**src/rtl/sram_host_pkg.sv**
```systemverilog
/*
 the package holds the widths, pin timing constants and state names of the asynchronous
 static ram host controller. it assumes a 125 MHz system clock.
*/
package sram_host_pkg;
  localparam int ADDR_W = 17;
  localparam int DATA_W = 16;
  localparam int LANE_W = 2;
  localparam int CLK_PERIOD_NS = 8;
  // timing figures of the memory, in ns
  localparam int ADDR_SETUP_NS = 0;
  localparam int WRITE_PULSE_NS = 35;
  localparam int DATA_SETUP_NS = 25;
  localparam int WRITE_TO_FLOAT_NS = 18;
  localparam int READ_ACCESS_NS = 45;
  localparam int TURNAROUND_NS = 18;
  // least times round up to whole cycles, address setup never below one
  localparam int ADDR_SETUP_CYC = (ADDR_SETUP_NS + CLK_PERIOD_NS - 1) / CLK_PERIOD_NS < 1 ? 1 :
    (ADDR_SETUP_NS + CLK_PERIOD_NS - 1) / CLK_PERIOD_NS;
  localparam int WRITE_PULSE_CYC = (WRITE_PULSE_NS + CLK_PERIOD_NS - 1) / CLK_PERIOD_NS;
  // pulse with output drive low must cover data setup plus float time
  localparam int WE_OE_LOW_CYC = (DATA_SETUP_NS + WRITE_TO_FLOAT_NS + CLK_PERIOD_NS - 1) / CLK_PERIOD_NS;
  // two extra cycles for the input synchroniser on the data pins
  localparam int READ_ACCESS_CYC = (READ_ACCESS_NS + CLK_PERIOD_NS - 1) / CLK_PERIOD_NS + 2;
  localparam int TURNAROUND_CYC = (TURNAROUND_NS + CLK_PERIOD_NS - 1) / CLK_PERIOD_NS;
  localparam int CNT_W = 8;
  localparam logic [LANE_W-1:0] LANES_OFF = 2'h0;
  typedef enum logic [2:0] {
    ST_IDLE,
    ST_SETUP,
    ST_STROBE,
    ST_HOLD,
    ST_TURN
  } seq_state_t;
endpackage : sram_host_pkg

```
**src/rtl/sram_seq_if.sv**
```systemverilog
/*
 the interface carries the timing handshake between the pin sequencer and its cycle timer.
 it assumes both ends sit on the same clock.
*/
`timescale 1ns/1ns
interface sram_seq_if;
  import sram_host_pkg::*;
  logic load;
  logic [CNT_W-1:0] count;
  logic done;
  modport ctrl (output load, output count, input done);
  modport timer (input load, input count, output done);
endinterface : sram_seq_if

```
**src/rtl/sram_host_ctrl.sv**
```systemverilog
/*
 the file holds the host side controller of a 128k by 16 asynchronous static ram with two
 byte lanes. it assumes the memory pins are wired straight to the ports, and the
 testbench resolves the data bus from data_oe_out.
*/
// Behaviour
// chip select high floats data and ignores other strobes
// both lanes high deselect the memory
// select and output drive low with write high reads the word
// low lane alone reads bits 0 to 7
// upper lane alone reads bits 8 to 15
// select and write low with both lanes writes sixteen bits
// low lane alone writes only bits 0 to 7
// upper lane alone writes only bits 8 to 15
// write begins when last of strobe, select, lane goes active
// write ends as soon as any of them goes inactive
// host holds write data around the terminating edge
// host keeps write strobe high through every read
// address-led reads keep select, output drive and lanes low
// host sets address before select and lanes go low; here lanes go low in the same cycle as the address
// select rising with write rising keeps outputs floating
// host never drives the bus while memory drives it
// write pulse with output drive low covers setup plus float time
// host keeps lane enables steady while chip is enabled
// array is 131072 words of sixteen bits, 17-bit address
// access runs address setup, timed strobe, release and hold
`timescale 1ns/1ns
module sram_host_ctrl
  import sram_host_pkg::*;
#(
  parameter int AW = ADDR_W, // address width
  parameter int DW = DATA_W, // data width
  parameter int STROBE_CYC = WRITE_PULSE_CYC // write strobe timer count, strobe lasts one cycle more
) (
  input wire logic sys_clk_in, // system clock
  input wire logic resetn_in, // async reset, low
  input wire logic req_valid_in, // access request
  input wire logic req_write_in, // 1 write, 0 read
  input wire logic [AW-1:0] req_addr_in, // word address
  input wire logic [DW-1:0] req_wdata_in, // write data
  input wire logic [LANE_W-1:0] req_lanes_in, // bit1 upper, bit0 low
  output logic req_ready_out, // controller idle
  output logic rd_valid_out, // read data pulse
  output logic [DW-1:0] rd_data_out, // read data
  output logic [AW-1:0] mem_addr_out, // address pins
  output logic chip_select_n_out, // chip select, low
  output logic write_strobe_n_out, // write strobe, low
  output logic output_drive_n_out, // output drive, low
  output logic upper_byte_lane_n_out, // upper lane, low
  output logic low_byte_lane_n_out, // low lane, low
  output logic [DW-1:0] data_out, // data pins, out
  output logic [DW-1:0] data_oe_out, // data drive enable
  input wire logic [DW-1:0] data_in // data pins, in
);
  localparam int HB = DW / 2; // one byte lane

  // whole controller state, registered as one word
  typedef struct packed {
    seq_state_t state;
    logic write;
    logic [LANE_W-1:0] lanes;
    logic [AW-1:0] addr;
    logic [DW-1:0] wdata;
    logic [DW-1:0] rdata;
    logic rd_valid;
    logic cs_n;
    logic we_n;
    logic oe_n;
    logic ready;
    logic ub_n;
    logic lb_n;
    logic [DW-1:0] doe;
    logic [DW-1:0] sync1;
    logic [DW-1:0] sync2;
  } ctrl_t;
  ctrl_t st_r;
  ctrl_t st_nxt;

  // handshake to the phase timer
  sram_seq_if seq ();
  logic [CNT_W-1:0] load_cnt;
  logic load;

  // one shared timer, since only one phase runs at a time
  sram_cycle_timer u_timer (
    .sys_clk_in(sys_clk_in),
    .resetn_in(resetn_in),
    .seq(seq)
  );
  // sequencer drives the timer through the interface
  assign seq.load = load;
  assign seq.count = load_cnt;

  // per-lane drive enable, write data only on lanes being written
  function automatic logic [DW-1:0] lane_mask(input logic [LANE_W-1:0] lanes);
    lane_mask = {{HB{lanes[1]}}, {HB{lanes[0]}}};
  endfunction : lane_mask

  // setup, timed strobe, hold
  // sequencer: setup, strobe, hold, then turnaround before next access
  // defaults hold every field except rd_valid, ready and the synchroniser stages, so a phase changes only what it names
  always_comb begin
    st_nxt = st_r;
    load = 1'b0;
    load_cnt = '0;
    st_nxt.rd_valid = 1'b0;
    // synchroniser: first stage feeds only the second
    st_nxt.sync1 = data_in;
    st_nxt.sync2 = st_r.sync1;

    unique case (st_r.state)
      ST_IDLE: begin
        // an empty lane set would deselect the memory, so it is refused
        if (req_valid_in && req_lanes_in != LANES_OFF) begin
          // address before select
          st_nxt.addr = req_addr_in;
          st_nxt.write = req_write_in;
          st_nxt.lanes = req_lanes_in;
          // lane pins move only while deselected
          st_nxt.ub_n = ~req_lanes_in[1];
          st_nxt.lb_n = ~req_lanes_in[0];
          st_nxt.wdata = req_wdata_in;
          st_nxt.state = ST_SETUP;
          load = 1'b1;
          load_cnt = CNT_W'(ADDR_SETUP_CYC);
        end
      end

      ST_SETUP: begin
        if (seq.done) begin
          // select and strobe together, lanes already low two cycles earlier
          st_nxt.cs_n = 1'b0;
          st_nxt.state = ST_STROBE;
          load = 1'b1;
          if (st_r.write) begin
            // output drive stays high, no float time needed
            // strobe low, output drive held high
            st_nxt.we_n = 1'b0;
            // drive only while output drive is off
            st_nxt.doe = lane_mask(st_r.lanes);
            load_cnt = CNT_W'(STROBE_CYC);
          end else begin
            // select and drive held whole read
            // write strobe stays high
            st_nxt.oe_n = 1'b0;
            load_cnt = CNT_W'(READ_ACCESS_CYC);
          end
        end
      end

      ST_STROBE: begin
        if (seq.done) begin
          // strobe and select end together
          st_nxt.we_n = 1'b1;
          st_nxt.cs_n = 1'b1;
          st_nxt.oe_n = 1'b1;
          st_nxt.state = ST_HOLD;
          if (!st_r.write) begin
            // only enabled lanes are kept
            st_nxt.rdata = st_r.sync2 & lane_mask(st_r.lanes);
            st_nxt.rd_valid = 1'b1;
          end
        end
      end

      ST_HOLD: begin
        // data held one cycle past the terminating edge
        st_nxt.doe = '0;
        st_nxt.state = ST_TURN;
        load = 1'b1;
        load_cnt = CNT_W'(TURNAROUND_CYC);
      end

      ST_TURN: begin
        // lets the memory float before the next access
        if (seq.done) begin
          st_nxt.state = ST_IDLE;
        end
      end
    endcase

    // ready is registered so the handshake pin comes from a flip-flop
    st_nxt.ready = (st_nxt.state == ST_IDLE);
  end

  // one register word; the async reset loads constants only
  always_ff @(posedge sys_clk_in or negedge resetn_in) begin
    if (!resetn_in) begin
      // every strobe and lane pin resets high, the controller idles ready
      st_r <= '{
        state: ST_IDLE,
        ready: 1'b1,
        cs_n: 1'b1,
        we_n: 1'b1,
        oe_n: 1'b1,
        ub_n: 1'b1,
        lb_n: 1'b1,
        default: '0
      };
    end else begin
      st_r <= st_nxt;
    end
  end

  // request side, all straight from flip-flops
  assign req_ready_out = st_r.ready;
  assign rd_valid_out = st_r.rd_valid;
  assign rd_data_out = st_r.rdata;

  // memory control pins
  assign mem_addr_out = st_r.addr;
  assign chip_select_n_out = st_r.cs_n;
  assign write_strobe_n_out = st_r.we_n;
  assign output_drive_n_out = st_r.oe_n;

  // lanes change only while select is high, steady otherwise
  assign upper_byte_lane_n_out = st_r.ub_n;
  assign low_byte_lane_n_out = st_r.lb_n;

  // data bus pins, drive enable per bit
  assign data_out = st_r.wdata;
  assign data_oe_out = st_r.doe;
endmodule : sram_host_ctrl

```
**src/rtl/sram_cycle_timer.sv**
```systemverilog
/*
 the file holds the phase timer that counts down one phase of a memory access.
 it assumes the loader holds a count of at least one.
*/
`timescale 1ns/1ns
module sram_cycle_timer
  import sram_host_pkg::*;
(
  input wire logic sys_clk_in, // system clock
  input wire logic resetn_in, // async reset, low
  sram_seq_if.timer seq // load and done
);
  typedef struct packed {
    logic [CNT_W-1:0] cnt;
    logic done;
  } timer_t;
  timer_t st_r;
  timer_t st_nxt;
  // done pulses in the cycle the count reaches zero
  always_comb begin
    st_nxt = st_r;
    st_nxt.done = 1'b0;
    if (seq.load) begin
      st_nxt.cnt = seq.count;
    end else if (st_r.cnt != '0) begin
      st_nxt.cnt = st_r.cnt - 1'b1;
      st_nxt.done = (st_r.cnt == {{(CNT_W-1){1'b0}}, 1'b1});
    end
  end
  always_ff @(posedge sys_clk_in or negedge resetn_in) begin
    if (!resetn_in) begin
      st_r <= '0;
    end else begin
      st_r <= st_nxt;
    end
  end
  assign seq.done = st_r.done;
endmodule : sram_cycle_timer

```
**config.mk**
```make
export PLATFORM = sky130hd
export DESIGN_NAME = sram_host_ctrl
export DESIGN_NICKNAME = d
export VERILOG_FILES = /design/src/rtl/sram_host_pkg.sv /design/src/rtl/sram_seq_if.sv /design/src/rtl/sram_host_ctrl.sv /design/src/rtl/sram_cycle_timer.sv
export SDC_FILE = /design/constraint.sdc
export NUM_CORES = 1
export LEC_CHECK = 0
export ABC_AREA = 1
export BUFFER_PORTS_ARGS = -buffer_cell sky130_fd_sc_hd__buf_2
export CORE_MARGIN = 1
export CORE_UTILIZATION = 52
export CTS_CLUSTER_DIAMETER = 100
export CTS_CLUSTER_SIZE = 40
export DETAILED_ROUTE_END_ITERATION = 10
export PLACE_DENSITY = 0.87
export SLEW_MARGIN = 20
export SYNTH_ARGS = -nofsm -noshare
export SYNTH_HDL_FRONTEND = slang
export SYNTH_SLANG_ARGS = --single-unit
```
**constraint.sdc**
```tcl
create_clock -name sys_clk_in -period 1.68 [get_ports sys_clk_in]
set_input_delay 0.336 -clock sys_clk_in [delete_from_list [all_inputs] [get_ports sys_clk_in]]
set_output_delay 0.336 -clock sys_clk_in [all_outputs]
set_load 0.1 [all_outputs]
```
==> flow_summary.yaml, run 1 <==
worst_hold_path:
  hold_depth: 1
  hold_end: "st_nxt[3]$_DFF_PN0_"
  worstHoldStart: "data_in[3]"
  hp-class: "in2reg"
final_layout:
  n_antenna_cell: 0
  syn2layout_area_growth_pct: 10.9
  layout-drive-gt1-share_pct: 34.7
  fill_cells: 709
  fin_nets: 583
routing:
  wl_met2_microns: 3940
  ant_nets: 0
  wl_per_cell_microns: 12.5
  top_layer_used: "met4"
  wirelength_microns: 7960
  dr_wl_met3_microns: 513
  wl_met1_microns: 3300
  dr_total_vias: 3074
  vias_per_cell: 4.83
  first_pass_iters: 4
  first_iter_violations: 120
  drt_drc_violations_left: 0
clock_tree:
  path_clk_slew_ps: 110
  cts.path.max_buffers: 2
  numCtsBuffers: 9
  htree_levels: 3
  cts.sinks: 105
  clk_latency_ps: 370
  cts_tree: "built"
  cts_root_buf: "clkbuf_8"
worst_setup_path:
  rr_startpoint: "u_timer.st_r[1]$_DFFE_PN0P_"
  critPathLaunchType: "flip-flop"
  r2r_end: "u_timer.st_r[7]$_DFFE_PN0P_"
  worst-setup-path-type: "reg2out"
  path_buf_inv: 1
  endpoint_kind: "output pin"
  critPathMaxStageDelay_ps: 460
  rr_worst_depth: 9
  path_delay_family: "buffers and inverters"
  path_cells: "buf_2"
  worstPathRequired_ps: 1340
  ff2ff_setup_slack_ps: 200
  arrival_ps: 1270
  slowest_stage: "buf_2"
  crit_fanout: 9
flow_run:
  maxCapViolations: 0
logic_synthesis:
  synth_top_cell_by_area: "dfrtp_1"
  synth_edf_count: 0
  synth_fp_nets: 517
  synthFlopType: "dfrtp_1"
  async_reset_ff_share_pct: 100
  yosys_warnings: 0
  ys_ff_latch: 105
  ys_types: 29
  avgSynthCellArea_sq_um: 9.87
  synthTopCellsByCount: "nand2_1, dfrtp_1, buf_4, inv_1, nor2_1"
  synth.most_common_cell: "nand2_1"
  synthTopCellsByArea: "dfrtp_1, nand2_1, buf_4"
  synth_area_sq_um: 4540
  synthCells: 460
  netlist.area_leader.share_pct: 54.6
  synth_seq_area_share_pct: 58.1
die:
  dieArea_sq_um: 9100
  rows: 33
  ios: 127
  dieHeight_microns: 95.4
  die_w_microns: 95.4
  initial_core_util_pct: 54.4
  coreArea_sq_um: 8340
sta:
  clock.fmax_mhz: 622
  slew_viol_final: 0
  rsz0062_at_grt: "yes"
  finalSetupTns_ps: 0
  timing.hold.ws_ps: 67.1
  min_period_ps: 1610
  fin_crit_sh_pct: 95.8
  tightest_slew_ps: 506
  timing.slew.headroom_pct: 66.5
  fin_skew_ps: 9.92
  hold_viol: 0
  setup_viol: 0
grt:
  grt_max_degree: 43
  antenna_found_initial: 0
  grt_use_total_pct: 19.6
  first_global_vias: 2967
  grt_overflow: 0
  grt_pass1_wl_microns: 13600
run_status:
  outcome: "finished clean"
place:
  numPortBuffers: 126
  place.gp.congestion: 0.787
  place_hpwl_microns: 5910
what timing repair did:
item	CTS	global route
gates resized for setup	3	6
endpoints found under the setup margin	3	20
hold buffers	1	0
endpoints found under the hold margin	18	0
buffers inserted	0	0
flip-flops by register name, summed over array words and instances (netlist names):
register and flops:
output_drive_n_out 1, chip_select_n_out 1, data_out 16, mem_addr_out 17, rd_data_out 16, u_timer.seq.done 1, write_strobe_n_out 1, req_ready_out 1
st_r 22, low_byte_lane_n_out 1, u_timer.st_r 8, upper_byte_lane_n_out 1, st_nxt 16, data_oe_out 2, rd_valid_out 1
per-layer routing:
| metal | track usage [%] | vias up |
|---|---|---|
| met3 | 3.99 | 20 |
| li1 | - | 1485 |
| met5 | 0 | - |
| met1 | 25.0 | 1456 |
| met4 | 9.33 | 0 |
| met2 | 32.2 | 113 |
logic make-up (layout without fill, tap and decap cells):
| kind of cell | after synthesis | after routing | share of synthesized area (%) |
|---|---|---|---|
| compound gates | 31 | 31 | 4.91 |
| xor+xnor | 1 | 1 | 0.193 |
| fa+ha+maj | 2 | 2 | 0.551 |
| buf+inv | 103 | 174 | 15.4 |
| flops | 105 | 105 | 58.1 |
| simple gates | 218 | 218 | 20.8 |
layout by cell type, fill, tap and decap left out, types with 2 or more instances in the layout:
cell type and n:
buf_2 117, nand2_2 5, nand3_2 2, o21ai_2 13
clkinv_4 2, nor2_1 20, inv_1 25, o21a_1 2
nor2_4 4, o21ai_1 4, dfstp_2 6, ha_1 2
clkinv_8 2, clkbuf_8 9, buf_4 6, nand4_1 2
buf_12 3, o21ai_0 10, dfrtp_1 99, nand2_1 165
nand3_1 14, clkbuf_4 5, nand2_4 2
stage by stage:
| stage | util, % | cells | setup WS [ps] | cell area [sq um] |
|---|---|---|---|---|
| finish | 60.4 | 636 | 71.2 | 5030 |
| global route | 60.4 | 636 | -45.0 | 5030 |
| CTS | 60.2 | 636 | 0.242 | 5020 |
| detailed placement | 57.3 | 619 | 196 | 4780 |
| global placement | 57.3 | 619 | 328 | 4780 |
| floorplan | - | 460 | 390 | 4540 |
final cells by class:
cell class,instances,area [sq um],area share [%]
clock buffer,9,124,2.46
clock inverter,7,100,1.99
inverter,26,100,1.99
multi-input combinational,252,1200,23.9
sequential,105,2640,52.3
tap,105,131,2.61
timing repair buffer,132,738,14.7
worst max path at each step:
stage                             startpoint                          end  slack, ps  depth (start not counted)
6_report          data_oe_out[7]$_DFFE_PN0P_               data_oe_out[7]         70                          1
5_1_grt           data_oe_out[7]$_DFFE_PN0P_               data_oe_out[7]        -40                          1
4_1_cts        chip_select_n_out$_DFFE_PN1P_            chip_select_n_out        0.2                          1
3_5_place_dp     u_timer.st_r[1]$_DFFE_PN0P_  u_timer.st_r[8]$_DFFE_PN0P_        200                          7
3_3_place_gp             st_r[107]$_DFF_PN0_  rd_data_out[12]$_DFFE_PN0P_        330                          6
2_1_floorplan    u_timer.st_r[1]$_DFFE_PN0P_  u_timer.st_r[4]$_DFFE_PN0P_        390                          7
Power of run 1 is not shown: default switching activity piles up to over one toggle a cycle in this logic, so the estimate is an artifact.
==> run 2: changes to the inputs <==
Settings changed: ABC_AREA 1 to default, CORE_UTILIZATION 52 to 51, MAX_ROUTING_LAYER from default to met4, PLACE_DENSITY 0.87 to 0.86.
==> flow_summary.yaml, run 2 <==
worst_setup_path:
  slowest_stage: "or4_4"
  rr_worst_depth: 4
  path_delay_family: "simple AND/OR/NAND/NOR gates"
  worst-setup-path-type: "reg2reg"
  path_cells: "or3_4, or4_4, mux2_4, o21ai_2"
  critPathLaunchType: "flip-flop"
  path_buf_inv: 0
  arrival_ps: 2010
  critPathMaxStageDelay_ps: 450
  crit_cells: 4
  endpoint_kind: "flip-flop"
  crit_fanout: 3
  worstPathRequired_ps: 1990
die:
  die_w_microns: 93.9
  dieHeight_microns: 93.9
  ios: 127
  rows: 33
  dieArea_sq_um: 8820
  coreArea_sq_um: 8220
  initial_core_util_pct: 52.4
logic_synthesis:
  synth_edf_count: 0
  netlist.area_leader.share_pct: 57.5
  synthTopCellsByCount: "dfrtp_1, buf_4, nand2_1, mux2_2, nand3_1"
  synthCells: 352
  synth_top_cell_by_area: "dfrtp_1"
  synth_fp_nets: 409
  synth_seq_area_share_pct: 61.1
  ys_ff_latch: 105
  async_reset_ff_share_pct: 100
  synthTopCellsByArea: "dfrtp_1, buf_4, mux2_2"
  synth_area_sq_um: 4310
  yosys_warnings: 0
  synthFlopType: "dfrtp_1"
  ys_types: 40
  avgSynthCellArea_sq_um: 12.2
  synth.most_common_cell: "dfrtp_1"
grt:
  antenna_found_initial: 0
  grt_use_total_pct: 18.6
  grt_overflow: 0
  first_global_vias: 2530
  grt_pass1_wl_microns: 12000
  grt_max_degree: 62
place:
  place.gp.congestion: 0.907
  place_hpwl_microns: 5480
  numPortBuffers: 126
  dp_slack_ps: -78.1
sta:
  hold_viol: 0
  timing.slew.headroom_pct: 65.2
  setup_viol: 1
  fin_crit_sh_pct: 102
  tightest_slew_ps: 519
  slew_viol_final: 0
  min_period_ps: 1710
  rsz0062_at_grt: "yes"
  fin_skew_ps: 15.0
  setup_slack_ps: -26.1
  timing.hold.ws_ps: 66.7
  clock.fmax_mhz: 586
run_status:
  outcome: "finished, violations left"
  violations: "setup timing"
flow_run:
  maxCapViolations: 0
routing:
  wl_per_cell_microns: 14.2
  wirelength_microns: 7630
  vias_per_cell: 4.98
  first_pass_iters: 4
  ant_nets: 0
  dr_total_vias: 2683
  drt_drc_violations_left: 0
  first_iter_violations: 105
final_layout:
  fill_cells: 640
  layout-drive-gt1-share_pct: 48.8
  final_common_cell: "buf_2"
  mostFrequentLayoutCells: "buf_2, dfrtp_1, nand2_1"
  n_antenna_cell: 0
  fin_nets: 486
  syn2layout_area_growth_pct: 15.8
  largest_register_ffs: 22
  largest-register: "st_r"
worst_hold_path:
  hp-class: "in2reg"
  hold_depth: 1
clock_tree:
  cts.path.max_buffers: 2
  cts_tree: "built"
  numCtsBuffers: 9
  htree_levels: 3
  clk_latency_ps: 360
  cts_root_buf: "clkbuf_8"
  path_clk_slew_ps: 120
  cts.sinks: 105
## run 2: cell types whose count changed after synthesis, moves of 5 or more
cell,before,now
nand2_1,165,40
mux2_2,0,36
inv_1,25,4
o21ai_2,13,1
nor2_1,21,10
a21oi_1,0,9
clkbuf_1,2,7
nand2_2,5,0
## run 2: repair_timing
item                                   in CTS  in global routing
pin swaps                                   2                  0
setup endpoints to repair                   7                 36
hold buffers                                1                  0
buffers inserted                            1                  0
endpoints found under the hold margin      99                  0
cloned                                      0                  0
gates resized for setup                     8                 18
## run 2: per-layer routing
layer	vias up	global-route usage, %	share of wire (%)
li1	1264	-	-
met1	1301	23.5	42
met2	110	30.0	51
met3	8	2.67	5.2
met4	0	8.33	1.2
met5	-	-	0
## run 2: layout make-up
type / count / area [sq um] / area share (%)
Sequential cell: 105 / 2640 / 52.8
Timing Repair Buffer: 144 / 856 / 17.2
Tap cell: 105 / 131 / 2.63
Inverter: 5 / 22.5 / 0.451
Clock inverter: 7 / 86.3 / 1.73
Multi-Input combinational cell: 164 / 1130 / 22.7
Clock buffer: 9 / 124 / 2.48
## run 2: logic make-up after synthesis
logic type | after synthesis | synth area share (%)
compound gates | 33 | 4.91
xor+xnor | 5 | 1.02
fa+ha+maj | 3 | 0.813
buf+inv | 83 | 13.0
flops | 105 | 61.1
mux | 39 | 10.2
simple gates | 84 | 8.86
## run 2: final timing paths
| kind | from | to | slack, ps |
|---|---|---|---|
| max in group asynchronous | resetn_in | upper_byte_lane_n_out$_DFFE_PN1P_ | 830 |
| min in group asynchronous | resetn_in | rd_data_out[1]$_DFFE_PN0P_ | 490 |
| min | data_in[9] | st_nxt[9]$_DFF_PN0_ | 70 |
| max | u_timer.st_r[8]$_DFFE_PN0P_ | u_timer.st_r[2]$_DFFE_PN0P_ | -30 |
| min reg2reg | st_nxt[12]$_DFF_PN0_ | st_r[12]$_DFF_PN0_ | 360 |
| max reg2reg | u_timer.st_r[8]$_DFFE_PN0P_ | u_timer.st_r[2]$_DFFE_PN0P_ | -30 |
## run 2: per-stage QoR
step	setup TNS [ps]	std cells	instance area [sq um]	util [%]
2_1_floorplan	-71.6	352	4310	-
5_1_grt	-286	539	4990	60.7
6_report	-26.1	539	4990	60.7
3_3_place_gp	-49.1	521	4690	57.1
4_1_cts	-13.3	539	4940	60.2
3_5_place_dp	-78.1	521	4690	57.1
Power of run 2 is left out for the same reason.
==> run 3: changes to the inputs <==
Settings changed: CELL_PAD_IN_SITES_DETAIL_PLACEMENT from default to 1, CELL_PAD_IN_SITES_GLOBAL_PLACEMENT from default to 2, CORE_UTILIZATION 51 to 33.
==> flow_summary.yaml, run 3 (synthesis gave the netlist of run 2 again) <==
routing:
  wirelength_microns: 9460
  ant_nets: 0
  drt_drc_violations_left: 0
  first_pass_iters: 4
  first_iter_violations: 101
  dr_total_vias: 2731
  wl_per_cell_microns: 15.5
  vias_per_cell: 4.48
place:
  place.gp.congestion: 0.772
  dpl_cell_area_sq_um: 4780
  numPortBuffers: 126
  place_hpwl_microns: 6550
sta:
  tightest_slew_ps: 583
  setup_viol: 1
  clock.fmax_mhz: 576
  min_period_ps: 1740
  timing.slew.headroom_pct: 61.2
  finalSetupTns_ps: -55.3
  rsz0062_at_grt: "yes"
  fin_crit_sh_pct: 103
  fin_skew_ps: 7.71
  setup_slack_ps: -55.3
  hold_viol: 0
  slew_viol_final: 0
worst_setup_path:
  crit_fanout: 3
  worstPathRequired_ps: 1960
  rr_worst_depth: 4
  critPathLaunchType: "flip-flop"
  path_cells: "or3_4, or4_4, mux2_4, o21ai_2"
  endpoint_kind: "flip-flop"
  rr_startpoint: "u_timer.st_r[6]$_DFFE_PN0P_"
  r2r_end: "u_timer.st_r[2]$_DFFE_PN0P_"
  ff2ff_setup_slack_ps: -60
  critPathMaxStageDelay_ps: 450
  worst-setup-path-type: "reg2reg"
  slowest_stage: "or4_4"
  arrival_ps: 2020
grt:
  grt_pass1_wl_microns: 14900
  grt_use_total_pct: 15.2
  antenna_found_initial: 0
  grt_max_degree: 106
  first_global_vias: 2837
  grt_overflow: 0
final_layout:
  post-route-util_pct: 41.0
  fill_cells: 1413
  fin_nets: 490
  n_antenna_cell: 0
  stdcell_area_sq_um: 5190
  mostFrequentLayoutCells: "buf_2, dfrtp_1, nand2_1"
  syn2layout_area_growth_pct: 20.6
  layout-drive-gt1-share_pct: 49.3
  largest_register_ffs: 22
  largest-register: "st_r"
  final_common_cell: "buf_2"
clock_tree:
  cts.sinks: 105
  numCtsBuffers: 9
  cts_root_buf: "clkbuf_16"
  htree_levels: 3
  cts_tree: "built"
  path_clk_slew_ps: 70
  clk_latency_ps: 350
  cts.path.max_buffers: 2
  ctsHoldBuffers: 0
flow_run:
  maxCapViolations: 0
run_status:
  violations: "setup timing"
  outcome: "finished, violations left"
die:
  coreArea_sq_um: 12700
  dieHeight_microns: 116
  die_w_microns: 116
  initial_core_util_pct: 34.0
  ios: 127
  dieArea_sq_um: 13500
  rows: 41
worst_hold_path:
  hp-class: "in2async"
run 3: cell types whose count changed in the layout (fill, tap and decap cells not counted), sizes merged:
cell	delta
buf	+6
bufinv	+2
dlygate4sd3	-1
inv	-2
clkinv	-1
run 3: critical path, delay by kind of cell (launching register included):
kind	cells	cell delay, ps
simple gates	2	830
mux	1	320
flops	1	410
compound gates	1	100
run 3: layout make-up:
cell class	count	area (sq um)	area share, %
tap	172	215	4.14
sequential	105	2640	50.7
inverter	5	22.5	0.434
clock buffer	10	229	4.41
timing repair buffer	148	858	16.5
multi-input combinational	164	1140	21.9
clock inverter	6	95.1	1.83
run 3: worst max-delay path by stage:
| stage | end | depth (start not counted) | slack, ps | from |
|---|---|---|---|---|
| 3_5_place_dp | u_timer.st_r[2]$_DFFE_PN0P_ | 4 | -80 | u_timer.st_r[7]$_DFFE_PN0P_ |
| 4_1_cts | u_timer.st_r[2]$_DFFE_PN0P_ | 4 | -20 | u_timer.st_r[6]$_DFFE_PN0P_ |
| 2_1_floorplan | u_timer.st_r[2]$_DFFE_PN0P_ | 4 | -70 | u_timer.st_r[6]$_DFFE_PN0P_ |
| 6_report | u_timer.st_r[2]$_DFFE_PN0P_ | 4 | -60 | u_timer.st_r[6]$_DFFE_PN0P_ |
| 3_3_place_gp | u_timer.st_r[2]$_DFFE_PN0P_ | 4 | -60 | u_timer.st_r[7]$_DFFE_PN0P_ |
| 5_1_grt | u_timer.st_r[2]$_DFFE_PN0P_ | 4 | -90 | u_timer.st_r[8]$_DFFE_PN0P_ |
run 3: per-stage QoR:
stage                     instances  hold WS, ps  setup slack (ps)
after global placement          591          333             -56.4
after floorplan                 352         40.4             -71.6
after detailed placement        591          336             -84.2
final                           610         27.1             -55.3
after global routing            610         70.1             -88.9
after CTS                       609         73.2             -22.6
run 3: per-layer routing:
layer  track usage, %  routed length (microns)  up-vias
li1                 -                        -     1267
met1             18.4                     4010     1371
met2             24.6                     4900       78
met3             2.54                      320       15
met4             7.95                      223        0
met5                -                        0        -
run 3: repair_timing:
item                                    CTS  global route
gates cloned                              0             0
setup buffers                             2             1
endpoints found under the setup margin    5            31
pin swaps                                 2             1
resized for setup                         6            15
Power of run 3 is left out for the same reason.
